===== src/verilog/pfd_defines.svh =====
`ifndef PFD_DEFINES_SVH
`define PFD_DEFINES_SVH

// ----------------------------------------------------------------
// Bus commands and byte enables (byte enables are active low)
// ----------------------------------------------------------------
`define PFD_CMD_MEMRD   4'h6
`define PFD_CMD_MEMWR   4'h7
`define PFD_BE_ALL      4'h0
`define PFD_BE_TOPBYTE  4'h7
`define PFD_BE_TOPHALF  4'h3

// ----------------------------------------------------------------
// Descriptor offsets and software structure styles
// ----------------------------------------------------------------
`define PFD_OFS_00      8'h00
`define PFD_OFS_04      8'h04
`define PFD_OFS_08      8'h08
`define PFD_STYLE_16    8'h00
`define PFD_STYLE_BURST 8'h03

// ----------------------------------------------------------------
// Address step and reset values
// ----------------------------------------------------------------
`define PFD_DW_STEP     32'h0000_0004
`define PFD_RST_WORD    32'h0000_0000
`define PFD_RST_BE      4'hF
`define PFD_RST_STYLE   8'h00

`endif


===== src/verilog/pfd_pkg.sv =====
// ----------------------------------------------------------------
// Shared types of the bus-master DMA sequencer
// ----------------------------------------------------------------
package pfd_pkg;
	// Bus master sequencer states
	typedef enum logic [2:0] {
		ST_IDLE,
		ST_REQ,
		ST_ADDR,
		ST_WAIT,
		ST_DATA,
		ST_TURN
	} pfd_state_e;
endpackage : pfd_pkg


===== src/verilog/pfd_rst_sync.sv =====
`timescale 1ns/1ps
// ----------------------------------------------------------------
// Reset release synchroniser
// ----------------------------------------------------------------
module pfd_rst_sync (
	input  wire logic clk_sys, // System clock
	input  wire logic nrst,    // Asynchronous reset, active low
	output logic      rstN     // Synchronised reset, active low
);
	logic stage1Ff; // First stage, read only by the second
	logic stage2Ff; // Second stage

	// Assert at once, release two edges later to avoid metastable release
	always_ff @(posedge clk_sys or negedge nrst) begin
		if (!nrst) begin
			stage1Ff <= 1'b0;
			stage2Ff <= 1'b0;
		end else begin
			stage1Ff <= 1'b1;
			stage2Ff <= stage1Ff;
		end
	end

	assign rstN = stage2Ff;
endmodule : pfd_rst_sync


===== src/verilog/pfd_two_buf.sv =====
`timescale 1ns/1ps
// ----------------------------------------------------------------
// Two-entry buffer with valid and ready on both sides
// ----------------------------------------------------------------
module pfd_two_buf #(
	parameter int W = 32 // Word width
) (
	input  wire logic         clk_sys,  // System clock
	input  wire logic         rstN,     // Synchronous-release reset, active low
	input  wire logic         inValid,  // Word offered
	output logic              inReady,  // Room for a word
	input  wire logic [W-1:0] inData,   // Word in
	output logic              outValid, // Word available
	input  wire logic         outReady, // Receiver takes the word
	output logic      [W-1:0] outData   // Oldest word
);
	logic [W-1:0] memFf [2]; // Storage entries
	logic         wrPtrFf;   // Next entry to fill
	logic         rdPtrFf;   // Oldest entry
	logic [1:0]   cntFf;     // Words held

	wire doPush = inValid && inReady;   // Accepted write
	wire doPop  = outValid && outReady; // Accepted read

	assign inReady  = (cntFf != 2'h2);
	assign outValid = (cntFf != 2'h0);
	assign outData  = memFf[rdPtrFf];

	// Pointers and count; a push and a pop together keep the count
	always_ff @(posedge clk_sys or negedge rstN) begin
		if (!rstN) begin
			wrPtrFf <= 1'b0;
			rdPtrFf <= 1'b0;
			cntFf   <= 2'h0;
		end else begin
			if (doPush) wrPtrFf <= ~wrPtrFf;
			if (doPop) rdPtrFf <= ~rdPtrFf;
			cntFf <= cntFf + {1'b0, doPush} - {1'b0, doPop};
		end
	end

	// Storage needs no reset; it is only read while counted valid
	always_ff @(posedge clk_sys) begin
		if (doPush) memFf[wrPtrFf] <= inData;
	end
endmodule : pfd_two_buf


===== src/verilog/pfd_dma_master.sv =====
`timescale 1ns/1ps
`include "pfd_defines.svh"
// Function
// - 16-bit: 04h word, idle, top byte 00h
// - Style 2: 08h doubleword, idle, upper half 04h
// - Style 3: 00h then 04h, burst if enabled
// - FIFO moves only between memory and FIFOs
// - Several transfers per mastership before release
// - One direction per mastership period
// - FIFO addresses contiguous and ascending
// - Non-burst supported; burst optional on PCI
// - FIFO transfers always non-burst, even with burst enabled
// - Address then data phase with byte enables
// - FRAME dropped after every FIFO address phase
// - Reads stop at transmit high watermark
// - Writes stop at receive low watermark
// - Late arriving doubleword joins the period
// - Latency timer ignored for non-burst FIFO
// - Descriptor writes get one IRDY wait state
// - Chain intermediate update is single transfer
module pfd_dma_master
	import pfd_pkg::*;
#(
	parameter int LW = 8 // FIFO level width
) (
	input  wire logic          clk_sys,      // System clock, 25 MHz
	input  wire logic          nrst,         // Asynchronous reset, active low
	input  wire logic [7:0]    software_structure_style,      // software_structure_style setting
	input  wire logic          burstWriteEn, // burst_write_enable setting
	input  wire logic          descStart,    // Descriptor update request pulse
	input  wire logic          descSingle,   // Intermediate chain buffer update
	input  wire logic [31:0]   descBase,     // Descriptor base address
	input  wire logic [31:0]   descWordOne,  // descriptor_word_one image
	input  wire logic [31:0]   descWordTwo,  // descriptor_word_two image
	input  wire logic          fifoStart,    // FIFO transfer request pulse
	input  wire logic          fifoWrite,    // 1: receive FIFO to memory
	input  wire logic [31:0]   fifoAddr,     // First FIFO transfer address
	input  wire logic [LW-1:0] txLevel,      // Transmit FIFO fill level
	input  wire logic [LW-1:0] txHighWm,     // Transmit high watermark
	input  wire logic [LW-1:0] rxLevel,      // Receive FIFO fill level
	input  wire logic [LW-1:0] rxLowWm,      // Receive low watermark
	input  wire logic [31:0]   rxData,       // Receive FIFO head word
	input  wire logic          rxValid,      // Receive head word valid
	output logic               rxReady,      // Receive head word taken
	output logic [31:0]        txData,       // Word for transmit FIFO
	output logic               txValid,      // Transmit word valid
	input  wire logic          txReady,      // Transmit FIFO accepts
	output logic               busy,         // Sequencer active
	output logic               xferDone,     // Period finished pulse
	output logic               reqNOut,      // Bus request, active low
	input  wire logic          gntNIn,       // Bus grant, active low
	output logic [31:0]        adOut,        // Address/data out
	output logic               adOe,         // Address/data drive enable
	input  wire logic [31:0]   adIn,         // Address/data in
	output logic [3:0]         cbeNOut,      // Command/byte enables out
	output logic               cbeOe,        // Command/byte drive enable
	output logic               frameNOut,    // FRAME out, active low
	output logic               frameOe,      // FRAME drive enable
	output logic               irdyNOut,     // IRDY out, active low
	output logic               irdyOe,       // IRDY drive enable
	input  wire logic          trdyNIn       // TRDY in, active low
);
	// ----------------------------------------------------------------
	// Helper functions for descriptor layout
	// ----------------------------------------------------------------

	// Offset of a descriptor write for a style and transfer number
	function automatic logic [7:0] descOffset(input logic [7:0] sty,
		input logic ph);
		if (sty == `PFD_STYLE_16) begin
			descOffset = ph ? `PFD_OFS_00 : `PFD_OFS_04;
		end else if (sty == `PFD_STYLE_BURST) begin
			descOffset = ph ? `PFD_OFS_04 : `PFD_OFS_00;
		end else begin
			descOffset = ph ? `PFD_OFS_04 : `PFD_OFS_08;
		end
	endfunction : descOffset

	// Data word of a descriptor write
	function automatic logic [31:0] descData(input logic [7:0] sty,
		input logic ph, input logic [31:0] w1, input logic [31:0] w2);
		if (sty == `PFD_STYLE_16) begin
			descData = ph ? {w1[31:24], 24'h00_0000} : {w2[15:0], w1[15:0]};
		end else begin
			descData = ph ? {w1[31:16], 16'h0000} : w2;
		end
	endfunction : descData

	// Byte enables of a descriptor write, active low
	function automatic logic [3:0] descBe(input logic [7:0] sty,
		input logic ph);
		if (!ph) begin
			descBe = `PFD_BE_ALL;
		end else if (sty == `PFD_STYLE_16) begin
			descBe = `PFD_BE_TOPBYTE;
		end else begin
			descBe = `PFD_BE_TOPHALF;
		end
	endfunction : descBe

	// ----------------------------------------------------------------
	// State and storage
	// ----------------------------------------------------------------
	logic        rstN;          // Released reset copy
	pfd_state_e  stFf;          // Sequencer state
	pfd_state_e  nxt_st;        // Next state
	logic        isFifoFf;      // Current period is a FIFO transfer
	logic        dirFf;         // 1: memory write
	logic        phaseFf;       // Descriptor transfer number
	logic        burstFf;       // Descriptor pair as one burst
	logic [7:0]  styleFf;       // Captured structure style
	logic [31:0] baseFf;        // Descriptor base
	logic [31:0] w1Ff;          // Word one image
	logic [31:0] w2Ff;          // Word two image
	logic [31:0] fAddrFf;       // Current FIFO address
	logic [31:0] adFf;          // Address/data pin register
	logic [3:0]  cbeFf;         // Command/byte enable pin register
	logic        doneFf;        // Done pulse register
	logic        nxt_isFifo;    // Next FIFO flag
	logic        nxt_dir;       // Next direction
	logic        nxt_phase;     // Next transfer number
	logic        nxt_burst;     // Next burst flag
	logic [7:0]  nxt_style;     // Next style
	logic [31:0] nxt_base;      // Next base
	logic [31:0] nxt_w1;        // Next word one
	logic [31:0] nxt_w2;        // Next word two
	logic [31:0] nxt_fAddr;     // Next FIFO address
	logic [31:0] nxt_ad;        // Next pin word
	logic [3:0]  nxt_cbe;       // Next command/byte enables
	logic        nxt_done;      // Next done pulse
	logic        bufInReady;    // Buffer has room

	// ----------------------------------------------------------------
	// Decode
	// ----------------------------------------------------------------
	wire stIdle = (stFf == ST_IDLE); // Idle
	wire stReq  = (stFf == ST_REQ);  // Requesting
	wire stAddr = (stFf == ST_ADDR); // Address phase
	wire stWait = (stFf == ST_WAIT); // Descriptor wait state
	wire stData = (stFf == ST_DATA); // Data phase
	wire stTurn = (stFf == ST_TURN); // Idle cycle after a transaction
	wire hasGnt = !gntNIn;           // Grant held
	wire lastPh = phaseFf;           // Second descriptor transfer

	// Watermark checks are re-evaluated live, so a late word extends
	// the period without extra logic
	wire fifoRdMore = !dirFf && (txLevel < txHighWm);
	wire fifoWrMore = dirFf && (rxLevel > rxLowWm) && rxValid;
	wire fifoMore   = fifoRdMore || fifoWrMore;
	// Reads only start with buffer room, so a stalled receiver
	// holds the next address phase back instead of losing data
	wire fifoReady  = dirFf || bufInReady;
	wire fifoEnd    = isFifoFf && !fifoMore;
	wire dataOk     = stData && !trdyNIn;  // Data phase completes
	wire [3:0] fifoCmd = dirFf ? `PFD_CMD_MEMWR : `PFD_CMD_MEMRD; // Full command nibble

	// Descriptor pin words for both transfers
	wire [31:0] descAddrNow = baseFf + {24'h00_0000, descOffset(styleFf, phaseFf)};
	wire [31:0] descAddrTwo = baseFf + {24'h00_0000, descOffset(styleFf, 1'b1)};
	wire [31:0] descDataNow = descData(styleFf, phaseFf, w1Ff, w2Ff);
	wire [31:0] descDataTwo = descData(styleFf, 1'b1, w1Ff, w2Ff);
	wire [31:0] fAddrNext   = fAddrFf + `PFD_DW_STEP;
	wire        startBurst  = (software_structure_style == `PFD_STYLE_BURST) && burstWriteEn
		&& !descSingle;

	// ----------------------------------------------------------------
	// Sequencer
	// ----------------------------------------------------------------

	// Next-state logic; the latency timer has no input here, so the
	// period only ends by watermark; a lost grant only waits in ST_REQ
	always_comb begin
		nxt_st     = stFf;
		nxt_isFifo = isFifoFf;
		nxt_dir    = dirFf;
		nxt_phase  = phaseFf;
		nxt_burst  = burstFf;
		nxt_style  = styleFf;
		nxt_base   = baseFf;
		nxt_w1     = w1Ff;
		nxt_w2     = w2Ff;
		nxt_fAddr  = fAddrFf;
		nxt_ad     = adFf;
		nxt_cbe    = cbeFf;
		nxt_done   = 1'b0;
		case (stFf)
			ST_IDLE: begin
				// Descriptor work wins when both arrive together
				if (descStart) begin
					nxt_st     = ST_REQ;
					nxt_isFifo = 1'b0;
					nxt_dir    = 1'b1;
					nxt_phase  = descSingle;
					nxt_burst  = startBurst;
					nxt_style  = software_structure_style;
					nxt_base   = descBase;
					nxt_w1     = descWordOne;
					nxt_w2     = descWordTwo;
				end else if (fifoStart) begin
					nxt_st     = ST_REQ;
					nxt_isFifo = 1'b1;
					nxt_burst  = 1'b0; // A past descriptor burst must not leak
					nxt_dir    = fifoWrite;
					nxt_fAddr  = fifoAddr;
				end
			end
			ST_REQ: begin
				if (fifoEnd) begin
					nxt_st   = ST_IDLE;
					nxt_done = 1'b1;
				end else if (hasGnt && (!isFifoFf || fifoReady)) begin
					nxt_st  = ST_ADDR;
					nxt_ad  = isFifoFf ? fAddrFf : descAddrNow;
					nxt_cbe = isFifoFf ? fifoCmd : `PFD_CMD_MEMWR;
				end
			end
			ST_ADDR: begin
				// Data word and byte enables follow the address
				nxt_ad  = isFifoFf ? rxData : descDataNow;
				nxt_cbe = isFifoFf ? `PFD_BE_ALL : descBe(styleFf, phaseFf);
				nxt_st  = isFifoFf ? ST_DATA : ST_WAIT;
			end
			ST_WAIT: begin
				nxt_st = ST_DATA;
			end
			ST_DATA: begin
				// No master abort timeout: a silent target hangs here
				if (!trdyNIn) begin
					if (burstFf && !lastPh) begin
						nxt_st    = ST_WAIT;
						nxt_phase = 1'b1;
						nxt_ad    = descDataTwo;
						nxt_cbe   = descBe(styleFf, 1'b1);
					end else begin
						nxt_st = ST_TURN;
					end
				end
			end
			ST_TURN: begin
				if (!isFifoFf) begin
					if (lastPh) begin
						nxt_st   = ST_IDLE;
						nxt_done = 1'b1;
					end else begin
						nxt_phase = 1'b1;
						nxt_st    = hasGnt ? ST_ADDR : ST_REQ;
						nxt_ad    = descAddrTwo;
						nxt_cbe   = `PFD_CMD_MEMWR;
					end
				end else begin
					nxt_fAddr = fAddrNext;
					if (!fifoMore) begin
						nxt_st   = ST_IDLE;
						nxt_done = 1'b1;
					end else if (hasGnt && fifoReady) begin
						nxt_st  = ST_ADDR;
						nxt_ad  = fAddrNext;
						nxt_cbe = fifoCmd;
					end else begin
						nxt_st = ST_REQ;
					end
				end
			end
			default: begin
				nxt_st = ST_IDLE;
			end
		endcase
	end

	// State register
	always_ff @(posedge clk_sys or negedge rstN) begin
		if (!rstN) begin
			stFf   <= ST_IDLE;
			doneFf <= 1'b0;
		end else begin
			stFf   <= nxt_st;
			doneFf <= nxt_done;
		end
	end

	// Transfer context
	always_ff @(posedge clk_sys or negedge rstN) begin
		if (!rstN) begin
			isFifoFf <= 1'b0;
			dirFf    <= 1'b0;
			phaseFf  <= 1'b0;
			burstFf  <= 1'b0;
			styleFf  <= `PFD_RST_STYLE;
		end else begin
			isFifoFf <= nxt_isFifo;
			dirFf    <= nxt_dir;
			phaseFf  <= nxt_phase;
			burstFf  <= nxt_burst;
			styleFf  <= nxt_style;
		end
	end

	// Words and pin registers
	always_ff @(posedge clk_sys or negedge rstN) begin
		if (!rstN) begin
			baseFf  <= `PFD_RST_WORD;
			w1Ff    <= `PFD_RST_WORD;
			w2Ff    <= `PFD_RST_WORD;
			fAddrFf <= `PFD_RST_WORD;
			adFf    <= `PFD_RST_WORD;
			cbeFf   <= `PFD_RST_BE;
		end else begin
			baseFf  <= nxt_base;
			w1Ff    <= nxt_w1;
			w2Ff    <= nxt_w2;
			fAddrFf <= nxt_fAddr;
			adFf    <= nxt_ad;
			cbeFf   <= nxt_cbe;
		end
	end

	// ----------------------------------------------------------------
	// Pins and user side
	// ----------------------------------------------------------------
	// Request drops in the cycle the ending condition is seen
	assign reqNOut   = stIdle || (stReq && fifoEnd)
		|| (stTurn && (isFifoFf ? !fifoMore : lastPh));
	assign frameOe   = stAddr || stWait || stData || stTurn;
	// FRAME stays low across a wait so it only rises with IRDY low
	assign frameNOut = !(stAddr || stWait
		|| (stData && !isFifoFf && burstFf && !lastPh));
	assign irdyOe    = stWait || stData || stTurn;
	assign irdyNOut  = !stData;
	assign adOe      = stAddr || ((stWait || stData) && dirFf);
	assign adOut     = adFf;
	assign cbeOe     = stAddr || stWait || stData;
	assign cbeNOut   = cbeFf;
	assign rxReady   = dataOk && isFifoFf && dirFf;
	assign busy      = !stIdle;
	assign xferDone  = doneFf;

	// Read words buffered toward the transmit FIFO
	pfd_two_buf #(
		.W(32)
	) uRdBuf (
		.clk_sys  (clk_sys),
		.rstN     (rstN),
		.inValid  (dataOk && isFifoFf && !dirFf),
		.inReady  (bufInReady),
		.inData   (adIn),
		.outValid (txValid),
		.outReady (txReady),
		.outData  (txData)
	);

	// Reset release
	pfd_rst_sync uRst (
		.clk_sys (clk_sys),
		.nrst    (nrst),
		.rstN    (rstN)
	);

	logic [31:0] prevAddrFf; // Last address phase word
	logic        seenAddrFf; // A FIFO address phase already in period
	always_ff @(posedge clk_sys or negedge rstN) begin
		if (!rstN) begin
			prevAddrFf <= `PFD_RST_WORD;
			seenAddrFf <= 1'b0;
		end else begin
			if (stAddr) prevAddrFf <= adFf;
			seenAddrFf <= stIdle ? 1'b0 : (seenAddrFf || (stAddr && isFifoFf));
		end
	end
endmodule : pfd_dma_master


===== config.mk =====
export PLATFORM = sky130hd
export DESIGN_NAME = pfd_dma_master
export DESIGN_NICKNAME = d
export VERILOG_FILES = /design/src/verilog/pfd_pkg.sv /design/src/verilog/pfd_rst_sync.sv /design/src/verilog/pfd_two_buf.sv /design/src/verilog/pfd_dma_master.sv
export VERILOG_INCLUDE_DIRS = /design/src /design/src/verilog
export SDC_FILE = /design/constraint.sdc
export NUM_CORES = 1
export LEC_CHECK = 0
export ABC_AREA = 1
export BUFFER_PORTS_ARGS = -buffer_cell sky130_fd_sc_hd__buf_4
export CAP_MARGIN = 0
export CORE_AREA = 2 2 195 197
export DETAILED_ROUTE_END_ITERATION = 7
export DIE_AREA = 0 0 197 199
export SYNTH_ARGS = -nofsm -noshare
export SYNTH_HDL_FRONTEND = slang
export SYNTH_SLANG_ARGS = --single-unit

===== constraint.sdc =====
create_clock -name clk_sys -period 6.15 [get_ports clk_sys]
set_input_delay 0.9225 -clock clk_sys [delete_from_list [all_inputs] [get_ports clk_sys]]
set_output_delay 0.9225 -clock clk_sys [all_outputs]
set_load 0.1 [all_outputs]

After elaboration in Yosys (flattened, before gate mapping)

Memories as Yosys holds them, arrays and structs flattened.
Index checks and enable logic that the tools add are counted.

RAM bits: 64
Logic and storage cells: 177
Bits of input ports: 243
Memories: 1
Register bits: 186

Reduce and logical (&&, ||, !) cells: 56
Order comparisons: 2
Bitwise operators: 2
Equality and inequality tests: 22
Add/sub/neg operators: 5
Multiplexer cells: 71

Memories:

| memory       | words | bits a word | read ports | clocked after Yosys merged registers in | wr ports | RTL line          | text |
|---|---|---|---|---|---|---|---|
| uRdBuf.memFf | 2     | 32          | 1          | 0                                       | 1        | pfd_two_buf.sv:17 | `logic [W-1:0] memFf [2];` |

Operators by type and width:

| kind                                                | number |
|---|---|
| two-way mux 32 bit                                  | 16 |
| case mux 32 bit (4 select lines)                    | 1 |
| adder 32 x 8 -> 32 bit                              | 2 |
| case mux 32 bit (2 select lines)                    | 1 |
| two-way mux 4 bit                                   | 11 |
| two-way mux 3 bit                                   | 13 |
| adder 32 x 3 -> 32 bit, second input constant       | 1 |
| two-way mux 24 bit                                  | 1 |
| logical AND 1 bit                                   | 21 |
| two-way mux 1 bit                                   | 19 |
| case mux 3 bit (6 select lines)                     | 1 |
| equality test 8 x 2 -> 1 bit, second input constant | 2 |
| != test 2 bit, second input constant                | 8 |
| case mux 4 bit (4 select lines)                     | 1 |
| logical OR 1 bit                                    | 12 |
| zero test 1 bit                                     | 10 |
| > comparator 8 bit                                  | 1 |
| zero test 8 bit                                     | 1 |
| less-than comparator 8 bit                          | 1 |
| two-way mux 2 bit                                   | 4 |
| two-way mux 8 bit                                   | 1 |
| AND reduction 8 bit                                 | 1 |
| equality test 3 x 2 -> 1 bit, second input constant | 2 |
| equality test 3 bit, second input constant          | 2 |
| other kinds (18)                                    | 25 |

Longest topological paths before layout

Depth in word-level cells: 9
Gate-level depth with buffers: 19

Hierarchy

Synthesis repeated with hierarchy kept, for this count alone.

Cell total of the unflattened synthesis: 2062
Area total of the unflattened synthesis: 14820.5 um2

By module, submodules not included:

| module         | cells each | instances | seq. area each (um2) | area an instance (um2) |
|---|---|---|---|---|
| pfd_dma_master | 1860       | 1         | 4509.3               | 12150.4 |
| pfd_two_buf    | 199        | 1         | 2021.9               | 2616.3 |
| pfd_rst_sync   | 3          | 1         | 50.0                 | 53.8 |

Least setup slack after synthesis

OpenSTA, ideal clock, no wires.

Path type: input to output
From: input rxLowWm[3]
To: output reqNOut
Buffers on the path: 2
Setup slack: 2395 ps
Required time: 5227 ps
Data arrival time: 2833 ps
Stages: 15
Cell sequence: inv_1 -> ha_1 -> nand2_1 -> inv_1 -> nand2_1 -> nand2_1 -> nand2_1 -> nand2_1 -> nand2_1 -> nand3_1 -> nand2_1 -> nand2_1 -> buf_2 -> buf_2 -> nand2_1

Cells in the longest elaborated chain, start to end: 9

RTL lines:

| element                           | RTL line                                     | text |
|---|---|---|
| from (decl)                       | pfd_dma_master.sv:41                         | `input wire logic [LW-1:0] rxLowWm,` |
| > comparator 8 bit *              | pfd_dma_master.sv:148                        | `wire fifoWrMore = dirFf && (rxLevel > rxLowWm) && rxValid;` |
| logical AND 1 bit * (2 in series) | pfd_dma_master.sv:148                        |  |
| logical OR 1 bit *                | pfd_dma_master.sv:149                        | `wire fifoMore = fifoRdMore \|\| fifoWrMore;` |
| zero test 1 bit *                 | pfd_dma_master.sv:153, pfd_dma_master.sv:322 |  |
| logical AND 1 bit                 | pfd_dma_master.sv:153                        | `wire fifoEnd = isFifoFf && !fifoMore;` |
| logical AND 1 bit                 | pfd_dma_master.sv:321                        | `assign reqNOut = stIdle \|\| (stReq && fifoEnd)` |
| logical OR 1 bit                  | pfd_dma_master.sv:321                        |  |
| logical OR 1 bit *                | pfd_dma_master.sv:322                        | `\|\| (stTurn && (isFifoFf ? !fifoMore : lastPh));` |
| to (decl)                         | pfd_dma_master.sv:50                         | `output logic reqNOut,` |

Every way passes the cells marked *; elsewhere a longest branch is shown, timed or not.

Worst setup path in the final report

From: register stFf[1]
To: output reqNOut

Cells in the longest elaborated chain, start to end: 4

RTL lines:

| element                      | RTL line              | text |
|---|---|---|
| from (decl)                  | pfd_dma_master.sv:105 | `pfd_state_e stFf;` |
| from (signal assigned)       | pfd_dma_master.sv:276 | `stFf <= nxt_st;` |
| equality test 3 x 1 -> 1 bit | pfd_dma_master.sv:137 | `wire stReq = (stFf == ST_REQ);` |
| logical AND 1 bit            | pfd_dma_master.sv:321 |  |
| logical OR 1 bit             | pfd_dma_master.sv:321 |  |
| logical OR 1 bit *           | pfd_dma_master.sv:322 |  |

Marked as above.

==> impl_metrics.tcl <==
set metrics [dict create \
    grt_usage_pct 28.3 \
    cellLeakagePower_nw 8.90 \
    num_vias 14972 \
    final_area_mm2 0.0184 \
    clk_pin_slew_ps 60 \
    drc 0 \
    routedWlPerCell_um 19.5 \
    tns_ps 0 \
    hold_violations 0 \
    die_area_mm2 0.0392 \
    p_per_area_mw_per_mm2 551 \
    placed_cell_area_mm2 0.0174 \
    rsz0062_at_grt "no" \
    cp-start-kind "register" \
    endpoint_kind "primary output" \
    synth-seq-cells 250 \
    cap_viol_max_count 0 \
    antenna_found_initial 1 \
    cts_root_buf "clkbuf_16" \
    finalCritPeriodShare_pct 76.3 \
    synth_commonest_cells "nand2_1 (801), nor2_1 (199), inv_1 (184)" \
    reg2reg_slack_ps 2230 \
    stdcell_count 2862 \
    fp.dieH_um 199 \
    yosysSeqAreaShare_pct 44.8 \
    cp-startpoint "stFf[1]" \
    gp_congestion 0.983 \
    nets 2631 \
    core_mm2 0.0371 \
    hp-class "primary input to asynchronous set/reset pin" \
    critPathRequiredTime_ps 5230 \
    cts_resized 0 \
    crit_type "register to primary output" \
    r2r_end "adOut[20]" \
    initial_core_util_pct 39.5 \
    cts.sinks 250 \
    ant_nets 0 \
    diodes 0 \
    pin_count 322 \
    grt_max_degree 164 \
    synth_cell_types 43 \
    fin_worst_skew_ps 19.4 \
    postCtsSetupBuffers 0 \
    synth-main-ff-cell "dfrtp_1" \
    rr_worst_depth 18 \
    tightestPinTransition_ps 1080 \
    drt_first_pass_iters 6 \
    area.growth.synth_to_final_pct 25.2 \
    htree_levels 1 \
    synth_top_cell_by_area "dfrtp_1" \
    fin_crit_ps 4690 \
    status "complete, no violations" \
    grt_pass1_vias 14275 \
    yosysMostFrequentCell "nand2_1" \
    drtIter0Drc 1260 \
    cts_inserted_buffers 30 \
    viasPerCell 5.23 \
    clk_path_buf_depth 3 \
    fillers 3829 \
    slew_violations 0 \
    cts_hold_buf 0 \
    synthCells 2087 \
    fmax_ghz 0.213 \
    io_buffers 321 \
    core.rowCount 71 \
    r2r-start "styleFf[3]" \
    hpwl_um 42900 \
    insertion_delay_ps 580 \
    setup_violations 0 \
    routed_wl_um 55900 \
    netlist_area_mm2 0.0147 \
    synthTopCellsByArea "dfrtp_1 (31%), nand2_1 (20%), edfxtp_1 (13%)" \
    ir_drop_v 0.000264 \
    netlist.area_leader.share_pct 31.0 \
    arrival_ps 3770 \
    synth_warnings 0 \
    drive_above_1_share_pct 17.5 \
    syn_nets 2354 \
    crit_fanout 39 \
    syn_avg_cell_area_um2 7.03 \
    fin_hold_ws_ps 125 \
    async_flop_share_pct 74.4 \
    grt_pass1_wl_um 84600 \
    synth_edf_count 64 \
    grt_overflow 0 \
    tritoncts "built" \
    placed_cells 2806 \
    finalPower_mw 10.1 \
    chipWidth_um 197 \
    slew_headroom_pct 28.3 \
]
==> worst max-delay path by stage <==
stage               endpoint  cells past startpoint
CTS                  reqNOut                     11
global placement     reqNOut                     11
finish               reqNOut                     11
detailed placement   reqNOut                     11
global route         reqNOut                     11
floorplan           adOut[0]                      0
==> cell families after synthesis <==
| kind of cell | synth area share (%) |
|---|---|
| adders and majority gates | 2.10 |
| DFF | 44.8 |
| and+or+nand+nor | 33.7 |
| AOI/OAI and AO/OA | 10.5 |
| other | 0.0255 |
| xor gates and xnor gates | 0.955 |
| buffers and inverters | 7.92 |
==> final cells by class <==
cell class,count,area (um2),area share [%]
well taps,474,593,3.23
multi-input cells,1551,6960,37.9
flip-flops and latches,250,6590,35.8
clock inverters,17,123,0.667
inverters,196,736,4.00
repair buffers,335,2530,13.8
clock buffers,39,856,4.66
==> routing by layer <==
layer	share of wire (%)	GRT usage [%]	vias up
li1	-	-	7267
met1	45	40.4	7022
met2	44	44.4	612
met3	8.6	5.92	69
met4	2.2	6.10	2
met5	0.023	0	-
==> placed cells by master (no fill, tap or decap), drive strengths merged, types with 3 or more instances in the layout <==
master and n:
buf 335, o21ai 170, edfxtp 64, a21oi 69
dfstp 4, nor2 206, o211ai 10, clkinvlp 5
dfrtp 182, clkinv 13, nand3b 4, nand3 183
xnor2 3, nand4 15, inv 194, o22ai 23
nor3 7, nand2 804, ha 23, clkbuf 39
xor2 13
==> worst max-delay path, stage by stage, from the launching register on <==
cell and delay [ps]:
dfrtp_1 470, nor2_4 190, nand2_2 530, nor2_4 770
inv_2 230, nor2_1 180, inv_2 40, nand2_1 60
nand2_1 50, buf_4 250, nand2_1 100, buf_4 290
==> stage by stage <==
stage               utilization [%]  setup slack [ps]
floorplan                         -               590
global placement               46.8              2130
detailed placement             46.8              2070
CTS                            49.5              1460
global route                   49.5              1280
finish                         49.5              1460
==> sequential cells by signal (all words and copies together), names as in the netlist, 4 cells and up <==
register and cells:
uRdBuf.memFf 64, styleFf 8, cbeNOut 4, adOut 32
fAddrFf 32, w1Ff 32, baseFf 32, w2Ff 32
==> report_power, final <==
part,internal (mW),total (mW),switching (mW)
clock network,1.02,1.75,0.733
registers,2.31,2.87,0.564
logic,1.36,5.51,4.15
total,4.69,10.1,5.44
(Power assumes the default switching activity.)
